[src/common/odc_pkg.sv]
package odc_pkg;

  // ----------------------------------------------------------------
  // core data space map
  // ----------------------------------------------------------------
  localparam logic [7:0] PAGE_REG_ADDR  = 8'he8;
  localparam logic [7:0] SYNC_POLL_ADDR = 8'he4;
  localparam logic [7:0] BANK_ADDR      = 8'hed;
  localparam logic [7:0] GAP_ADDR       = 8'h13;
  localparam logic [7:0] BACKDROP_ADDR  = 8'h14;
  localparam logic [7:0] MASTER_ADDR    = 8'h17;
  localparam logic [7:0] PAGED_TOP      = 8'h3f;
  localparam logic [7:0] LINE5_TOP      = 8'h0f;
  localparam int         PAGE5_BIT      = 5;
  localparam int         PAGE6_BIT      = 6;
  localparam int         SYNC_POLL_BIT  = 4;

  // ----------------------------------------------------------------
  // display geometry
  // ----------------------------------------------------------------
  localparam int         LINES          = 5;
  localparam int         COLS           = 16;
  localparam int         ENTRIES        = 80;
  localparam int         ENTRY_W        = 7;
  localparam logic [8:0] BASE_WIDTH     = 9'h006;
  localparam logic [6:0] BASE_HEIGHT    = 7'h12;

  // ----------------------------------------------------------------
  // field positions
  // ----------------------------------------------------------------
  localparam int GS_HI_BIT      = 7;
  localparam int GS_LO_BIT      = 6;
  localparam int GAP_VAL_HI     = 5;
  localparam int FMT_SIZE_BIT   = 6;
  localparam int FMT_LGAP_BIT   = 5;
  localparam int SPACE_MARK_BIT = 6;
  localparam int SPACE_GAP_BIT  = 5;
  localparam int WORD_ON_BIT    = 4;
  localparam int PICK_BIT       = 3;
  localparam int HUE_HI         = 2;
  localparam int BD_R1 = 7;
  localparam int BD_R0 = 6;
  localparam int BD_G1 = 5;
  localparam int BD_G0 = 4;
  localparam int BD_B1 = 3;
  localparam int BD_B0 = 2;

  // ----------------------------------------------------------------
  // reset values
  // ----------------------------------------------------------------
  localparam logic       RESET_MASTER = 1'b0;
  localparam logic [1:0] RESET_PAGE   = 2'h0;

  typedef enum logic [3:0] {
    ST_OFF   = 4'b0001,
    ST_ARM   = 4'b0010,
    ST_FRAME = 4'b0100,
    ST_DONE  = 4'b1000
  } odc_fsm_t;

  typedef struct packed {
    logic       wr;
    logic       rd;
    logic [7:0] addr;
    logic [7:0] wdata;
  } odc_bus_t;

  typedef struct packed {
    logic red;
    logic green;
    logic blue;
    logic blank;
  } odc_video_t;

  // size multiplier 1..4 from global size pair and the line's size bit
  function automatic logic [2:0] size_scale(input logic hi, input logic lo, input logic s);
    case ({hi, lo, s})
      3'h1, 3'h4, 3'h6: size_scale = 3'h2;
      3'h3, 3'h5:       size_scale = 3'h3;
      3'h7:             size_scale = 3'h4;
      default:          size_scale = 3'h1;
    endcase
  endfunction

  function automatic logic [8:0] width_dots(input logic [2:0] scale);
    width_dots = 9'(BASE_WIDTH * 9'(scale));
  endfunction

  // extra word gap in dots: (1 + value) dots per size step
  function automatic logic [8:0] gap_dots(input logic [2:0] scale, input logic [5:0] val);
    gap_dots = 9'((9'(val) + 9'h001) * 9'(scale));
  endfunction

  function automatic logic [6:0] row_lines(input logic [2:0] scale);
    row_lines = 7'(BASE_HEIGHT * 7'(scale));
  endfunction

  function automatic logic [2:0] backdrop_hue(input logic pick, input logic [7:0] backdrop_ctrl);
    backdrop_hue = pick ? {backdrop_ctrl[BD_R1], backdrop_ctrl[BD_G1], backdrop_ctrl[BD_B1]}
                        : {backdrop_ctrl[BD_R0], backdrop_ctrl[BD_G0], backdrop_ctrl[BD_B0]};
  endfunction

endpackage

[src/core/odc_display_ctrl.sv]
// Behaviour
// - size bits pick height 18-72H, width 6-24 dots
// - word-gap flag adds programmed dots after space
// - base extra gap is (1 + value) dots
// - extra gap scales by 1, 2, 3 or 4
// - two backdrops, word picks one by flag
// - backdrop hue is plain red/green/blue bits
// - backdrop drawn only when its enable set
// - bank bit, zero lower, locked while enabled
// - display memory writable only while disabled
// - first entry of line is hidden format
// - space sets word attributes, else glyph index
// - eighty seven-bit entries, five lines of sixteen
// - page 5 lines 1-4, page 6 rest
// - all locations write-only, reads return zero except the sync poll
// - master enable writable at any time in page 6, others locked
// - oscillator starts at next vertical sync
// - clearing master enable stops oscillator at once
// - late enable waits a whole frame
// - inverted vertical sync readable at bit 4
// - syncs lock display, four video outputs
// - trailing space in size 0 with word off and its backdrop on draws bar
// - master enable off blanks whole display
module odc_display_ctrl (
  input  wire logic                clk_in,
  input  wire logic                rst_b_in,
  input  wire logic                ce_in,
  input  wire odc_pkg::odc_bus_t   bus_in,
  input  wire logic                vsync_in,
  input  wire logic                hsync_in,
  output logic [7:0]               rd_data_out,
  output odc_pkg::odc_video_t      video_out,
  output logic                     osc_run_out,
  output logic                     bank_choice_out,
  output logic [5:0]               glyph_index_out,
  output logic                     glyph_valid_out
);
  import odc_pkg::*;

  typedef struct packed {
    logic [1:0]                          page;
    logic                                master_on;
    logic                                bank_choice;
    logic [7:0]                          gap_reg;
    logic [7:0]                          backdrop;
    logic [ENTRIES-1:0][ENTRY_W-1:0]     ram;
    odc_fsm_t                            fsm;
    logic                                osc_run;
    logic                                half;
    logic                                active;
    logic [2:0]                          row;
    logic [6:0]                          row_line;
    logic [4:0]                          col;
    logic [8:0]                          dot_cnt;
    logic [2:0]                          scale;
    logic                                fmt_s;
    logic                                line_gap;
    logic                                word_on;
    logic                                pick;
    logic [2:0]                          hue;
    logic                                is_char;
    logic                                is_bar;
    logic                                last_space;
    logic [5:0]                          glyph;
    logic [7:0]                          rd_data;
    odc_video_t                          video;
    logic                                glyph_valid;
  } odc_state_t;

  odc_state_t st;
  odc_state_t nx;
  logic [1:0] rise;
  logic       vs_rise;
  logic       hs_rise;
  logic [6:0] entry;
  logic [6:0] wr_index;
  logic [8:0] cell_dots;
  logic       wr_open;
  logic       page5;
  logic       page6;
  logic       dot_tick;
  logic       bar_due;

  odc_edge_detect #(
    .W (2)
  ) u_sync_edge (
    .clk_in   (clk_in),
    .rst_b_in (rst_b_in),
    .ce_in    (ce_in),
    .level_in ({vsync_in, hsync_in}),
    .rise_out (rise)
  );

  assign vs_rise = rise[1];
  assign hs_rise = rise[0];

  always_comb
  begin
    nx        = st;
    entry     = st.ram[{st.row, st.col[3:0]}];
    cell_dots = width_dots(st.scale);
    page5     = st.page[0];
    page6     = st.page[1] & ~st.page[0];
    wr_index  = page5 ? {1'b0, bus_in.addr[5:0]} : {3'h4, bus_in.addr[3:0]};
    wr_open   = !st.master_on && !st.osc_run;
    dot_tick  = st.osc_run & st.half;
    bar_due   = st.last_space && !st.fmt_s && !st.word_on
                && st.backdrop[st.pick];

    // ----------------------------------------------------------------
    // core access
    // ----------------------------------------------------------------
    // everything here is write-only; only the sync poll answers a read
    nx.rd_data = 8'h00;
    if (bus_in.rd && bus_in.addr == SYNC_POLL_ADDR)
    begin
      nx.rd_data[SYNC_POLL_BIT] = ~vsync_in;
    end
    if (bus_in.wr)
    begin
      // the page register belongs to the core; we only follow its writes
      if (bus_in.addr == PAGE_REG_ADDR)
      begin
        nx.page = {bus_in.wdata[PAGE6_BIT], bus_in.wdata[PAGE5_BIT]};
      end
      else if (page6 && bus_in.addr == MASTER_ADDR)
      begin
        nx.master_on = bus_in.wdata[0];
      end
      else if (!wr_open)
      begin
        nx.page = st.page;
      end
      else if (bus_in.addr == BANK_ADDR)
      begin
        nx.bank_choice = bus_in.wdata[0];
      end
      else if (page5 && bus_in.addr <= PAGED_TOP)
      begin
        nx.ram[wr_index] = bus_in.wdata[ENTRY_W-1:0];
      end
      else if (page6 && bus_in.addr <= LINE5_TOP)
      begin
        nx.ram[wr_index] = bus_in.wdata[ENTRY_W-1:0];
      end
      else if (page6 && bus_in.addr == GAP_ADDR)
      begin
        nx.gap_reg = bus_in.wdata;
      end
      else if (page6 && bus_in.addr == BACKDROP_ADDR)
      begin
        nx.backdrop = bus_in.wdata;
      end
    end

    // ----------------------------------------------------------------
    // oscillator control and frame sequencing
    // ----------------------------------------------------------------
    nx.half = st.osc_run ? ~st.half : 1'b0;
    case (st.fsm)
      ST_OFF:
      begin
        if (st.master_on)
        begin
          nx.fsm = ST_ARM;
        end
      end
      ST_ARM:
      begin
        // a set after flyback simply waits for the next frame's sync
        if (vs_rise)
        begin
          nx.fsm      = ST_FRAME;
          nx.osc_run  = 1'b1;
          nx.row      = 3'h0;
          nx.row_line = 7'h00;
          nx.active   = 1'b0;
        end
      end
      ST_FRAME, ST_DONE:
      begin
        if (vs_rise)
        begin
          nx.fsm      = ST_FRAME;
          nx.row      = 3'h0;
          nx.row_line = 7'h00;
          nx.active   = 1'b0;
        end
        else if (st.fsm == ST_FRAME && hs_rise)
        begin
          nx.active  = 1'b1;
          nx.col     = 5'h00;
          nx.dot_cnt = 9'h000;
        end
        else if (st.active && st.dot_cnt != 9'h000)
        begin
          if (dot_tick)
          begin
            nx.dot_cnt = st.dot_cnt - 9'h001;
          end
        end
        else if (st.active && st.col == 5'h00)
        begin
          // hidden format entry: no dots, sets the line and first word
          nx.fmt_s      = entry[FMT_SIZE_BIT];
          nx.line_gap   = entry[FMT_LGAP_BIT];
          nx.scale      = size_scale(st.gap_reg[GS_HI_BIT], st.gap_reg[GS_LO_BIT],
                                     entry[FMT_SIZE_BIT]);
          nx.word_on    = entry[WORD_ON_BIT];
          nx.pick       = entry[PICK_BIT];
          nx.hue        = entry[HUE_HI:0];
          nx.last_space = 1'b0;
          nx.col        = 5'h01;
        end
        else if (st.active && st.col < 5'(COLS))
        begin
          nx.col     = st.col + 5'h01;
          nx.dot_cnt = cell_dots;
          // restart the dot phase so every cell lasts exactly two clocks per dot
          nx.half    = 1'b0;
          nx.is_bar  = 1'b0;
          if (entry[SPACE_MARK_BIT])
          begin
            nx.is_char    = 1'b0;
            nx.last_space = 1'b1;
            nx.word_on    = entry[WORD_ON_BIT];
            nx.pick       = entry[PICK_BIT];
            nx.hue        = entry[HUE_HI:0];
            if (entry[SPACE_GAP_BIT])
            begin
              nx.dot_cnt = cell_dots + gap_dots(st.scale, st.gap_reg[GAP_VAL_HI:0]);
            end
          end
          else
          begin
            nx.is_char    = 1'b1;
            nx.last_space = 1'b0;
            nx.glyph      = entry[5:0];
          end
        end
        else if (st.active && st.col == 5'(COLS) && bar_due)
        begin
          nx.is_bar  = 1'b1;
          nx.is_char = 1'b0;
          nx.dot_cnt = cell_dots;
          nx.half    = 1'b0;
          nx.col     = st.col + 5'h01;
        end
        else if (st.active)
        begin
          nx.active = 1'b0;
          nx.is_bar = 1'b0;
          if (st.row_line + 7'h01 >= row_lines(st.scale))
          begin
            nx.row_line = 7'h00;
            nx.row      = st.row + 3'h1;
            if (st.row == 3'(LINES - 1))
            begin
              nx.fsm = ST_DONE;
            end
          end
          else
          begin
            nx.row_line = st.row_line + 7'h01;
          end
        end
      end
      default:
      begin
        nx.fsm = ST_OFF;
      end
    endcase

    // clearing the enable kills the oscillator without waiting for sync
    if (!nx.master_on)
    begin
      nx.fsm     = ST_OFF;
      nx.osc_run = 1'b0;
      nx.active  = 1'b0;
      nx.dot_cnt = 9'h000;
    end

    // ----------------------------------------------------------------
    // pixel outputs
    // ----------------------------------------------------------------
    // glyph bitmap lives outside; the character cell shows the word hue
    nx.video       = '0;
    nx.glyph_valid = 1'b0;
    if (st.master_on && st.osc_run && st.active && st.dot_cnt != 9'h000)
    begin
      if (st.is_bar)
      begin
        nx.video = {backdrop_hue(st.pick, st.backdrop), 1'b1};
      end
      else if (st.word_on && st.is_char)
      begin
        nx.video       = {st.hue, 1'b1};
        nx.glyph_valid = 1'b1;
      end
      else if (st.word_on && st.backdrop[st.pick])
      begin
        nx.video = {backdrop_hue(st.pick, st.backdrop), 1'b1};
      end
    end
  end

  // ram and configuration keep no reset on purpose in the device, but a
  // known zero keeps simulation clean and costs nothing here
  always_ff @(posedge clk_in or negedge rst_b_in)
  begin
    if (!rst_b_in)
    begin
      st           <= '0;
      st.fsm       <= ST_OFF;
      st.master_on <= RESET_MASTER;
      st.page      <= RESET_PAGE;
    end
    else if (ce_in)
    begin
      st <= nx;
    end
  end

  // ----------------------------------------------------------------
  // outputs
  // ----------------------------------------------------------------
  assign rd_data_out     = st.rd_data;
  assign video_out       = st.video;
  assign osc_run_out     = st.osc_run;
  assign bank_choice_out = st.bank_choice;
  assign glyph_index_out = st.glyph;
  assign glyph_valid_out = st.glyph_valid;

endmodule

[src/core/odc_edge_detect.sv]
module odc_edge_detect #(
  parameter int W = 2
)(
  input  wire logic         clk_in,
  input  wire logic         rst_b_in,
  input  wire logic         ce_in,
  input  wire logic [W-1:0] level_in,
  output logic      [W-1:0] rise_out
);

  logic [W-1:0] prev;

  always_ff @(posedge clk_in or negedge rst_b_in)
  begin
    if (!rst_b_in)
      prev <= '0;
    else if (ce_in)
      prev <= level_in;
  end

  // gated by the enable so a frozen block never sees a stale edge
  assign rise_out = level_in & ~prev & {W{ce_in}};

endmodule

[config.mk]
export PLATFORM = sky130hd
export DESIGN_NAME = odc_display_ctrl
export DESIGN_NICKNAME = d
export VERILOG_FILES = /design/src/common/odc_pkg.sv /design/src/core/odc_display_ctrl.sv /design/src/core/odc_edge_detect.sv
export SDC_FILE = /design/constraint.sdc
export NUM_CORES = 1
export LEC_CHECK = 0
export BUFFER_PORTS_ARGS = -buffer_cell sky130_fd_sc_hd__buf_2
export CAP_MARGIN = 30
export CORE_MARGIN = 10
export CORE_UTILIZATION = 37
export CTS_CLUSTER_DIAMETER = 50
export CTS_CLUSTER_SIZE = 20
export DETAILED_ROUTE_END_ITERATION = 10
export GPL_TIMING_DRIVEN = 0
export PLACE_DENSITY_LB_ADDON = 0.15
export SLEW_MARGIN = 10
export SYNTH_ARGS = -nofsm -noshare
export SYNTH_HDL_FRONTEND = slang
export SYNTH_SLANG_ARGS = --single-unit
[constraint.sdc]
create_clock -name clk_in -period 5.25 [get_ports clk_in]
set_clock_uncertainty 0.1 [all_clocks]
set_input_delay 0.2625 -clock clk_in [delete_from_list [all_inputs] [get_ports clk_in]]
set_output_delay 0.2625 -clock clk_in [all_outputs]
set_load 0.05 [all_outputs]
After elaboration in Yosys (flattened, before gate mapping)
Cells that the tools add are included.
{ "word_totals": {"elab_cells": 344, "out_inout_bits": 21, "regBits": 638} }
{ "op_classes": {"n_mux": 93, "bitwise_logic": 19, "n_lt_le_gt_ge": 8, "reduce_logical": 56, "multipliers": 3, "n_addsub": 6, "n_eq_ne": 49} }
{ "op_table": {"columns": ["cell", "count"], "rows": [
  ["$mux 578", 2],
  ["$mux 577", 2],
  ["$mux 560", 2],
  ["$mux 576", 1],
  ["$bwmux 560", 1],
  ["$mux 28", 2],
  ["$mux 9", 6],
  ["$mux 4", 13],
  ["$bmux 7 s7", 1],
  ["$demux 7 s7", 1],
  ["$mux 11", 4],
  ["$mux 14", 3],
  ["$mux 5", 8],
  ["$ne 4x4->1 const B", 10],
  ["$mux 19", 2],
  ["$mux 7", 5],
  ["$reduce_and 7->1", 5],
  ["$mux 16", 2],
  ["$ne 3x3->1 const B", 9],
  ["$eq 8x5->1 const B", 3],
  ["$eq 8x8->1 const B", 3],
  ["$mux 8", 3],
  ["$reduce_and 6->1", 4],
  ["$logic_and 1x1->1", 22],
  ["57 further kinds", 120]
]} }

Logic depth before layout (Yosys ltp)
Gate-level depths: netlist (run 1).
{ "logic_depth": {"word_depth": 15, "mapped_depth": 17} }

Hierarchy
A second synthesis (run 1) with hierarchy kept.
{ "hier_totals": {"cells_unflattened": 2119, "hier_area_um2": 30705.7} }
{ "modules_own_cells": {"columns": ["module", "cells_per_inst", "area_per_inst_um2", "instances"], "rows": [
  ["odc_display_ctrl", 2113, 30613.1, 1],
  ["odc_edge_detect", 6, 92.6, 1]
]} }

Least setup slack after synthesis (run 1)
No wires, ideal clock.
{ "synth_path": {"kind": "register -> register", "startpoint": "reg st[631] (netlist bit)", "endpoint": "reg st[40] (netlist bit)", "setup_ns": 0.095, "period_less_slack_ns": 3.650, "arrival_time_ns": 3.455, "path_slack_ns": 1.600, "path_stages_with_launch": 16, "cell_sequence": "dfrtp_1 -> ha_1 -> xor2_1 -> nand2_1 -> fa_1 -> inv_1 -> fa_1 -> ha_1 -> fa_1 -> a21o_1 -> a21oi_1 -> o21bai_1 -> a21oi_1 -> xnor2_1 -> nand2_1 -> o31ai_1"} }
{ "synth_via": {"elab_chain_len": 12} }
{ "synth_rtl": {"columns": ["element", "line", "rtl"], "rows": [
  ["from (decl)", "odc_display_ctrl.sv:70", "odc_state_t st;"],
  ["from (signal assigned)", "odc_display_ctrl.sv:320", "st <= nx;"],
  ["$add 6x1->7", "odc_pkg.sv:91", "gap_dots = 9'((9'(val) + 9'h001) * 9'(scale));"],
  ["$mul 7x3->9", "odc_pkg.sv:91", null],
  ["$add 6x9->9", "odc_display_ctrl.sv:231", "nx.dot_cnt = cell_dots + gap_dots(st.scale, st.gap_reg[GAP_VAL_HI:0]);"],
  ["$mux 9", "odc_display_ctrl.sv:229", "if (entry[SPACE_GAP_BIT])"],
  ["$mux 9", "odc_display_ctrl.sv:222", "if (entry[SPACE_MARK_BIT])"],
  ["$mux 14", "odc_display_ctrl.sv:215", "else if (st.active && st.col < 5'(COLS))"],
  ["$mux 9", "odc_display_ctrl.sv:202", "else if (st.active && st.col == 5'h00)"],
  ["$mux 9", "odc_display_ctrl.sv:195", "else if (st.active && st.dot_cnt != 9'h000)"],
  ["$mux 14", "odc_display_ctrl.sv:189", "else if (st.fsm == ST_FRAME && hs_rise)"],
  ["$mux 28", "odc_display_ctrl.sv:182", "if (vs_rise)"],
  ["$mux 28", "odc_display_ctrl.sv:160", "case (st.fsm)"],
  ["$mux 9", "odc_display_ctrl.sv:275", "if (!nx.master_on)"]
]} }
No other way between the ends. The select of a mux whose other input is x is not followed.
A chain may end at the register's enable or synchronous reset.

Final worst setup path (run 1)
{ "layout_path": {"startpoint": "reg st[42] (netlist bit)", "endpoint": "reg st[35] (netlist bit)"} }
{ "layout_via": {"elab_chain_len": 11} }
{ "layout_rtl": {"columns": ["element", "line", "rtl"], "rows": [
  ["$bmux 7 s7", "odc_display_ctrl.sv:100", "entry = st.ram[{st.row, st.col[3:0]}];"],
  ["$mux 7 (not written as such)", "odc_display_ctrl.sv:100", null],
  ["$mux 9", "odc_display_ctrl.sv:229", null],
  ["$mux 9", "odc_display_ctrl.sv:222", null],
  ["$mux 14", "odc_display_ctrl.sv:215", null],
  ["$mux 9", "odc_display_ctrl.sv:202", null],
  ["$mux 9", "odc_display_ctrl.sv:195", null],
  ["$mux 14", "odc_display_ctrl.sv:189", null],
  ["$mux 28", "odc_display_ctrl.sv:182", null],
  ["$mux 28", "odc_display_ctrl.sv:160", null],
  ["$mux 9", "odc_display_ctrl.sv:275", null]
]} }
Parallel ways exist; a longest one is shown, timed or not. The select of a mux whose other input is x is not followed.

==> out/metrics.cfg, run 1 <==
[floorplan]
rows=105
core_mm2=0.0822
chipHeight_um=309
ios=44
fp.dieW_um=309
start_util=0.375
die-area_mm2=0.0952

[power_and_ir_drop]
power_mw=11.5
p_per_area_mw_per_mm2=325
leakage_nw=17.1
vdd_drop_max_mv=0.197

[clock_tree]
insertion_delay_ps=640
cts_buffer_depth=3
hold_buffers=6
htreeDepth=3
cts_resized=0
clockRootBuffer=clkbuf_16
clkTransAtPathRegs_ps=60
post_cts_buffers=0
clock_sinks=637
cts_tree=yes
cts_buffers=83

[logic_synthesis]
syn_area_mm2=0.0308
synth_seq_cells=637
synthArstFlopShare=1.00
syn_area_per_cell_um2=14.6
synth.yosys.seq_area_share=0.518
yosysWarningCount=0
synth_area_leaders=dfrtp_1, mux2_2, mux4_2
synth.top_cell.area_share=0.517
synth.distinct_cells=88
synth_edf_count=0
netlist_instances=2112
yosysTopAreaCell=dfrtp_1
synth_flop_cell=dfrtp_1

[final_layout]
fill_cells=7409
syn2layout_area_growth_pct=15.4
multi_input_area_mm2=0.0140
final_nets=2314
regArea_mm2=0.0159
fin_util=0.432
drive_gt1_frac=0.450

[grt]
grt_pass1_vias=19800
grt_overflow=0
grt_start_max_net_pins=103
grt_use_total=0.186
grt_pass1_wl_um=133000
antenna_found_initial=8

[placed_design]
place_ws_ps=987
post-dp-hpwl_um=64100
gp_congestion=0.875
port_buffers=27

[routing]
drc_errors=0
viasPerCell=5.51
drt_pass1_iterations=5
drt_wl_total_um=87900
vias=18700
drt_iter0_markers=1177
drtAntennaViolNets=0
wl_per_cell_um=25.9

[timing]
drv_slew=0
setup_violations=0
fmax_ghz=0.231
rsz0062_at_grt=false
setup_ws_ps=926
min_period_over_period=0.824
fin_setup_tns_ps=0
hold_viol=0
min_period_ps=4320
tightest_slew_ps=967
slew_headroom=0.355

[worst_setup_path]
path_buf_inv=2
crit_family=compound AO/OA/AOI/OAI gates
path_max_fanout=10
reg2reg_from=st[42]$_DFFE_PN0P_
cp.required_ps=5650
critical_path_class=flip-flop to flip-flop
startpoint_type=flip-flop
critPathLaunch=st[42]$_DFFE_PN0P_
crit_chain=buf_2, clkbuf_1, mux4_2, mux2i_1, nand2_1, a31oi_1, nor4_2, o21ai_4, mux2i_1, nand2_1, a32o_1
cp_slowest_cell=clkbuf_1
worstPathArrival_ps=4730
slowest_delay_ps=760
worst_setup_path_end_kind=flip-flop

[hold_path]
hp-class=input pin to flip-flop
min_from=bus_in[17]

[outcome]
status=completed

[job]
max_cap_violations=0

-- layer usage --
metal	share of wire	up-vias	global-route usage
li1	-	8096	-
met1	0.45	10000	0.255
met2	0.46	430	0.291
met3	0.056	151	0.0424
met4	0.032	8	0.0597
met5	0.00061	-	0
-- cells in the mapped netlist (all sizes together) (4+ instances only) --
| cell type | n |
|---|---|
| nand3 | 25 |
| nor3 | 15 |
| or2 | 4 |
| fa | 11 |
| o21ai | 32 |
| clkbuf | 99 |
| and3 | 7 |
| buf | 58 |
| mux2i | 28 |
| a21o | 12 |
| or3 | 7 |
| inv | 32 |
| o22ai | 4 |
| nor3b | 6 |
| a21oi | 21 |
| nand3b | 5 |
| mux4 | 165 |
| nor2b | 7 |
| nand2 | 97 |
| nand2b | 27 |
| mux2 | 601 |
| nor4 | 5 |
| ha | 27 |
| xnor2 | 9 |
| o31ai | 7 |
| nor2 | 78 |
| dfrtp | 636 |
| and2 | 6 |
| a22o | 9 |
| o211ai | 4 |
| xor2 | 11 |
-- cell families after synthesis --
logic type / after synthesis / synth area share
multiplexers: 794 / 0.350
flip-flops: 637 / 0.518
AND/OR/NAND/NOR: 309 / 0.0517
buffers and inverters: 190 / 0.0284
AO/OA/AOI/OAI: 123 / 0.0288
adder cells (fa/ha/maj): 38 / 0.0181
XOR/XNOR: 20 / 0.00569
other: 1 / 0.000122
-- cells in the final DEF, fill, tap and decap left out, types with 27 or more instances in the layout --
cell type / count
buf_2: 45
clkbuf_1: 100
clkbuf_16: 84
dfrtp_1: 636
ha_1: 27
inv_1: 31
mux2_2: 594
mux2i_1: 28
mux4_2: 164
nand2_1: 97
nand2b_1: 27
nor2_1: 62
-- power breakdown --
| part | internal (mW) | leakage [nW] | switching, mW | total, mW |
|---|---|---|---|---|
| Combinational | 0.224 | 6.84 | 0.541 | 0.765 |
| Clock | 3.35 | 1.39 | 2.44 | 5.79 |
| Sequential | 4.94 | 8.87 | 0.0415 | 4.98 |
-- worst min-delay path: cells and delay by family --
family	cells	cell delay (ps)
buf+inv	1	140
simple gates	2	200
mux	1	220
-- path summary, 6_finish.rpt --
kind	endpoint	slack, ps	cells after the start
max	st[35]$_DFFE_PN0P_	930	11
min	page5$_DFFE_PN0P_	110	4
max reg2reg	st[35]$_DFFE_PN0P_	930	11
min reg2reg	flip-flop	400	1
max in group asynchronous	asynchronous set/reset pin	3060	5
min in group asynchronous	asynchronous set/reset pin	120	2
-- cell type report --
type | instances | area share
multi-input cells | 1291 | 0.394
clock inverters | 59 | 0.0176
diodes | 3 | 0.000211
repair buffers | 50 | 0.0143
flip-flops and latches | 637 | 0.449
inverters | 33 | 0.00349
plain buffers | 157 | 0.0212
well taps | 1070 | 0.0377
clock buffers | 94 | 0.0625
-- metrics by stage --
step | instances | area [µm²] | hold WS [ps]
CTS | 3389 | 35500 | 55.0
floorplan | 2118 | 30800 | -133
global placement | 3215 | 32300 | 380
global route | 3392 | 35500 | 104
detailed placement | 3230 | 32600 | 231
finish | 3394 | 35500 | 109
Power figures use the tool's default switching activity.
==> inputs of run 2 (changes only) <==
==> constraint.sdc (replaced) <==
create_clock -name clk_in -period 3.96 [get_ports clk_in]
set_clock_uncertainty 0.1 [all_clocks]
set_input_delay 0.198 -clock clk_in [delete_from_list [all_inputs] [get_ports clk_in]]
set_output_delay 0.198 -clock clk_in [all_outputs]
set_load 0.05 [all_outputs]
==> run 2 against run 1 <==
- critical path depth fell by 1
- count of clock-buffer cells in the layout unchanged
- worst hold slack worse by 54 ps
- flip-flop and latch count unchanged
- power grew 33%
- global-route usage down 0.059 points
- combinational power rose by 33%
- cell count about the same
- first-iteration DRC count down 16%
- critical endpoint is now glyph_index_out[2]$_DFFE_PN0P_
- largest cell class unchanged
- largest power group unchanged
==> out/metrics.cfg, run 2 (same netlist as run 1, synthesis figures left out) <==
[clock_tree]
cts_buffers=83
cts_buffer_depth=3
clkTransAtPathRegs_ps=60
clock_sinks=637
cts_tree=yes
clockRootBuffer=clkbuf_16
htreeDepth=3
insertion_delay_ps=640

[timing]
min_period_ps=3910
rsz0062_at_grt=false
tightest_slew_ps=958
fmax_ghz=0.256
drv_slew=0
slew_headroom=0.359
min_period_over_period=0.987
hold_viol=0
setup_violations=0
setup_ws_ps=51.1

[routing]
drt_iter0_markers=988
viasPerCell=5.51
drt_pass1_iterations=5
drtAntennaViolNets=0
vias=18700
wl_per_cell_um=25.8
drt_wl_total_um=87700
drc_errors=0

[worst_setup_path]
cp_slowest_cell=mux4_2
worst_setup_path_end_kind=flip-flop
startpoint_type=flip-flop
path_max_fanout=10
worstPathArrival_ps=4320
crit_top_cell=mux4_2
slowest_delay_ps=560
critical_path_class=flip-flop to flip-flop
crit_family=multiplexers
crit_chain=buf_2, buf_2, clkbuf_2, buf_6, mux4_2, mux4_2, mux4_2, nand2b_1, o21ai_0, mux2_2
path_buf_inv=4
cp.required_ps=4370

[floorplan]
rows=105
core_mm2=0.0822
die-area_mm2=0.0952
ios=44
fp.dieW_um=309
chipHeight_um=309
start_util=0.375

[final_layout]
syn2layout_area_growth_pct=15.8
final_nets=2314
final_cell_mix=dfrtp_1, mux2_2, mux4_2
finalNonFillerCells=3396
mostFrequentLayoutCell=dfrtp_1
drive_gt1_frac=0.459
fin_util=0.434
finish.instance_area_mm2=0.0357

[job]
max_cap_violations=0

[placed_design]
place_ws_ps=-303
port_buffers=27
post-dp-hpwl_um=64100
gp_congestion=0.875
postPlaceCellArea_mm2=0.0326
placed_cells=3230

[grt]
grt_pass1_vias=19800
grt_use_total=0.186
antenna_found_initial=7
grt_start_max_net_pins=103
grt_pass1_wl_um=133000
grt_overflow=0

[power_and_ir_drop]
vdd_drop_max_mv=0.261
leakage_nw=17.1
p_per_area_mw_per_mm2=429

[outcome]
status=completed

[hold_path]
hp-class=input pin to flip-flop

run 2: worst paths after layout:
check,start,end,slack (ps),depth (start not counted)
worst max-delay path,st[42]$_DFFE_PN0P_,glyph_index_out[2]$_DFFE_PN0P_,50,10
worst min-delay path,bus_in[5],flip-flop,50,2
worst max register to register,st[42]$_DFFE_PN0P_,glyph_index_out[2]$_DFFE_PN0P_,50,10
worst min register to register,flip-flop,flip-flop,400,1
max in group asynchronous,rst_b_in,asynchronous set/reset pin,1830,5
min in group asynchronous,rst_b_in,asynchronous set/reset pin,60,2
run 2: per-layer routing:
metal  track usage  up-vias  share of wire
li1              -     8099              -
met3        0.0392      144          0.055
met1         0.256    10000           0.45
met5             0        -        0.00013
met2         0.291      440           0.46
met4        0.0576        2          0.030
run 2: layout make-up:
type,instances,area (µm²)
Antenna cell,5,12.5
Buffer,154,766
Clock buffer,94,2220
Clock inverter,59,624
Fill cell,7394,46600
Inverter,33,124
Multi-Input combinational cell,1291,14100
Sequential cell,637,15900
Tap cell,1070,1340
Timing Repair Buffer,53,534
run 2: worst reg2reg max path, cell delays in order, from the launching register on:
cell and delay, ps:
dfrtp_1 340, buf_2 290, buf_2 420, clkbuf_2 400, buf_6 210, mux4_2 350, mux4_2 560, mux4_2 560
nand2b_1 120, o21ai_0 150, mux2_2 300
run 2: what timing repair did:
item,CTS,global route
hold endpoints to repair,95,0
buffers inserted,1,0
resized for setup,14,16
setup endpoints to repair,20,14
hold buffers,7,0
pin swaps,0,1
run 2: power breakdown:
part / switching (mW) / internal [mW]
logic: 0.720 / 0.302
registers: 0.0551 / 6.55
clock network: 3.24 / 4.44
total: 4.01 / 11.3
run 2: metrics by stage:
| stage | power, mW | TNS, ps | hold WS, ps |
|---|---|---|---|
| floorplan | 7.26 | 0 | -198 |
| global placement | 7.70 | -6671690 | 356 |
| detailed placement | 7.75 | -4040 | 167 |
| CTS | 15.5 | 0 | 18.2 |
| global route | 15.8 | 0 | 52.4 |
| finish | 15.3 | 0 | 54.6 |
==> inputs of run 3 (changes only) <==
--- a/config.mk
+++ b/config.mk
@@ -13,6 +13,7 @@
 export CTS_CLUSTER_SIZE = 20
 export DETAILED_ROUTE_END_ITERATION = 10
 export GPL_TIMING_DRIVEN = 0
+export MAX_ROUTING_LAYER = met4
 export PLACE_DENSITY_LB_ADDON = 0.15
 export SLEW_MARGIN = 10
 export SYNTH_ARGS = -nofsm -noshare
==> run 3 against run 2 <==
- core utilization hardly changed
- non-clock buffer count is 2 lower
- combinational power hardly changed
- cell area hardly changed
- worst setup slack worse by 25 ps
- wire length is 0.15% higher
- cell count hardly changed
- die area stayed put
- power hardly changed
- critical endpoint unchanged
- highest routed layer is now met4
==> out/metrics.cfg, run 3 (same netlist as run 1, synthesis figures left out) <==
[outcome]
status=completed

[grt]
grt_start_max_net_pins=103
antenna_found_initial=6
grt_pass1_vias=19800
grt_use_total=0.192
grt_overflow=0
grt_pass1_wl_um=133000

[routing]
drc_errors=0
wl_per_cell_um=25.9
vias=18700
drt_pass1_iterations=5
viasPerCell=5.52
drt_iter0_markers=1104
drtAntennaViolNets=0
drt_wl_total_um=87800

[final_layout]
drive_gt1_frac=0.459
finish.instance_area_mm2=0.0356
fin_util=0.433
finalNonFillerCells=3395
mostFrequentLayoutCell=dfrtp_1
final_cell_mix=dfrtp_1, mux2_2, mux4_2
fill_cells=7394
final_nets=2312
syn2layout_area_growth_pct=15.7

[placed_design]
placed_cells=3230
place_ws_ps=-303
port_buffers=27
post-dp-hpwl_um=64100
postPlaceCellArea_mm2=0.0326
gp_congestion=0.890

[clock_tree]
cts_buffer_depth=3
htreeDepth=3
clock_sinks=637
cts_buffers=83
clockRootBuffer=clkbuf_16
cts_tree=yes
insertion_delay_ps=640
clkTransAtPathRegs_ps=60

[timing]
setup_ws_ps=25.7
min_period_ps=3930
rsz0062_at_grt=false
hold_viol=0
tightest_slew_ps=1020
fmax_ghz=0.254
min_period_over_period=0.994
fin_setup_tns_ps=0
setup_violations=0
hold_ws_ps=56.3
slew_headroom=0.321
drv_slew=0

[worst_setup_path]
crit_family=multiplexers
cp.required_ps=4370
rrSetupSlack_ps=30
startpoint_type=flip-flop
critPathLaunch=st[42]$_DFFE_PN0P_
worst_setup_path_end_kind=flip-flop
rr_endpoint=glyph_index_out[2]$_DFFE_PN0P_
critical_path_class=flip-flop to flip-flop
crit_top_cell=mux4_2
reg2reg_from=st[42]$_DFFE_PN0P_
cp_slowest_cell=mux4_2
worstPathArrival_ps=4340
r2r.worst_path.cells=10
slowest_delay_ps=560
crit_chain=buf_2, buf_2, clkbuf_2, buf_6, mux4_2, mux4_2, mux4_2, nand2b_1, o21ai_0, mux2_2
path_max_fanout=10
path_buf_inv=4

[power_and_ir_drop]
vdd_drop_max_mv=0.261
p_per_area_mw_per_mm2=430
power_mw=15.3
leakage_nw=17.1

[floorplan]
rows=105
die-area_mm2=0.0952
chipHeight_um=309
start_util=0.375
core_mm2=0.0822
ios=44
fp.dieW_um=309

[hold_path]
hp-class=input pin to asynchronous set/reset pin

[job]
max_cap_violations=0

==> run 3: cell count changes in the layout (fill, tap and decap cells not counted), sizes merged <==
cell / before / now
buf: 99 / 97
diode: 5 / 6
==> run 3: final cells by class <==
class                           instances  area [µm²]  share of cell area
Buffer                                154         767              0.0215
Antenna cell                            6        15.0            0.000421
Timing Repair Buffer                   51         512              0.0144
Clock inverter                         59         624              0.0175
Inverter                               33         124             0.00348
Tap cell                             1070        1340              0.0376
Sequential cell                       637       15900               0.447
Clock buffer                           94        2220              0.0623
Multi-Input combinational cell       1291       14100               0.395
==> run 3: worst max path at each step <==
| stage | to | slack (ps) | cells past startpoint |
|---|---|---|---|
| floorplan | st[40]$_DFFE_PN0P_ | 310 | 15 |
| global placement | asynchronous set/reset pin | -10570 | 1 |
| detailed placement | glyph_index_out[2]$_DFFE_PN0P_ | -300 | 10 |
| CTS | st[35]$_DFFE_PN0P_ | 8 | 10 |
| global route | st[40]$_DFFE_PN0P_ | 4 | 15 |
| finish | glyph_index_out[2]$_DFFE_PN0P_ | 30 | 10 |
==> run 3: metal layers <==
| metal | wire [µm] | global-route usage | part of all wire |
|---|---|---|---|
| met1 | 39800 | 0.255 | 0.45 |
| met5 | 0 | - | 0 |
| met4 | 2660 | 0.0576 | 0.030 |
| met2 | 40500 | 0.291 | 0.46 |
| met3 | 4830 | 0.0421 | 0.055 |
==> run 3: power breakdown <==
group | switching, mW | internal [mW] | total [mW]
clock network | 3.24 | 4.44 | 7.68
registers | 0.0555 | 6.55 | 6.61
logic | 0.720 | 0.299 | 1.02
==> run 3: repair_timing <==
action                                  4_1_cts  5_1_grt
hold endpoints to repair                     95        0
cloned                                        0        0
resized for setup                            14       17
hold buffers                                  7        0
setup buffers                                 1        0
endpoints found under the setup margin       20       15
pin swaps                                     0        1
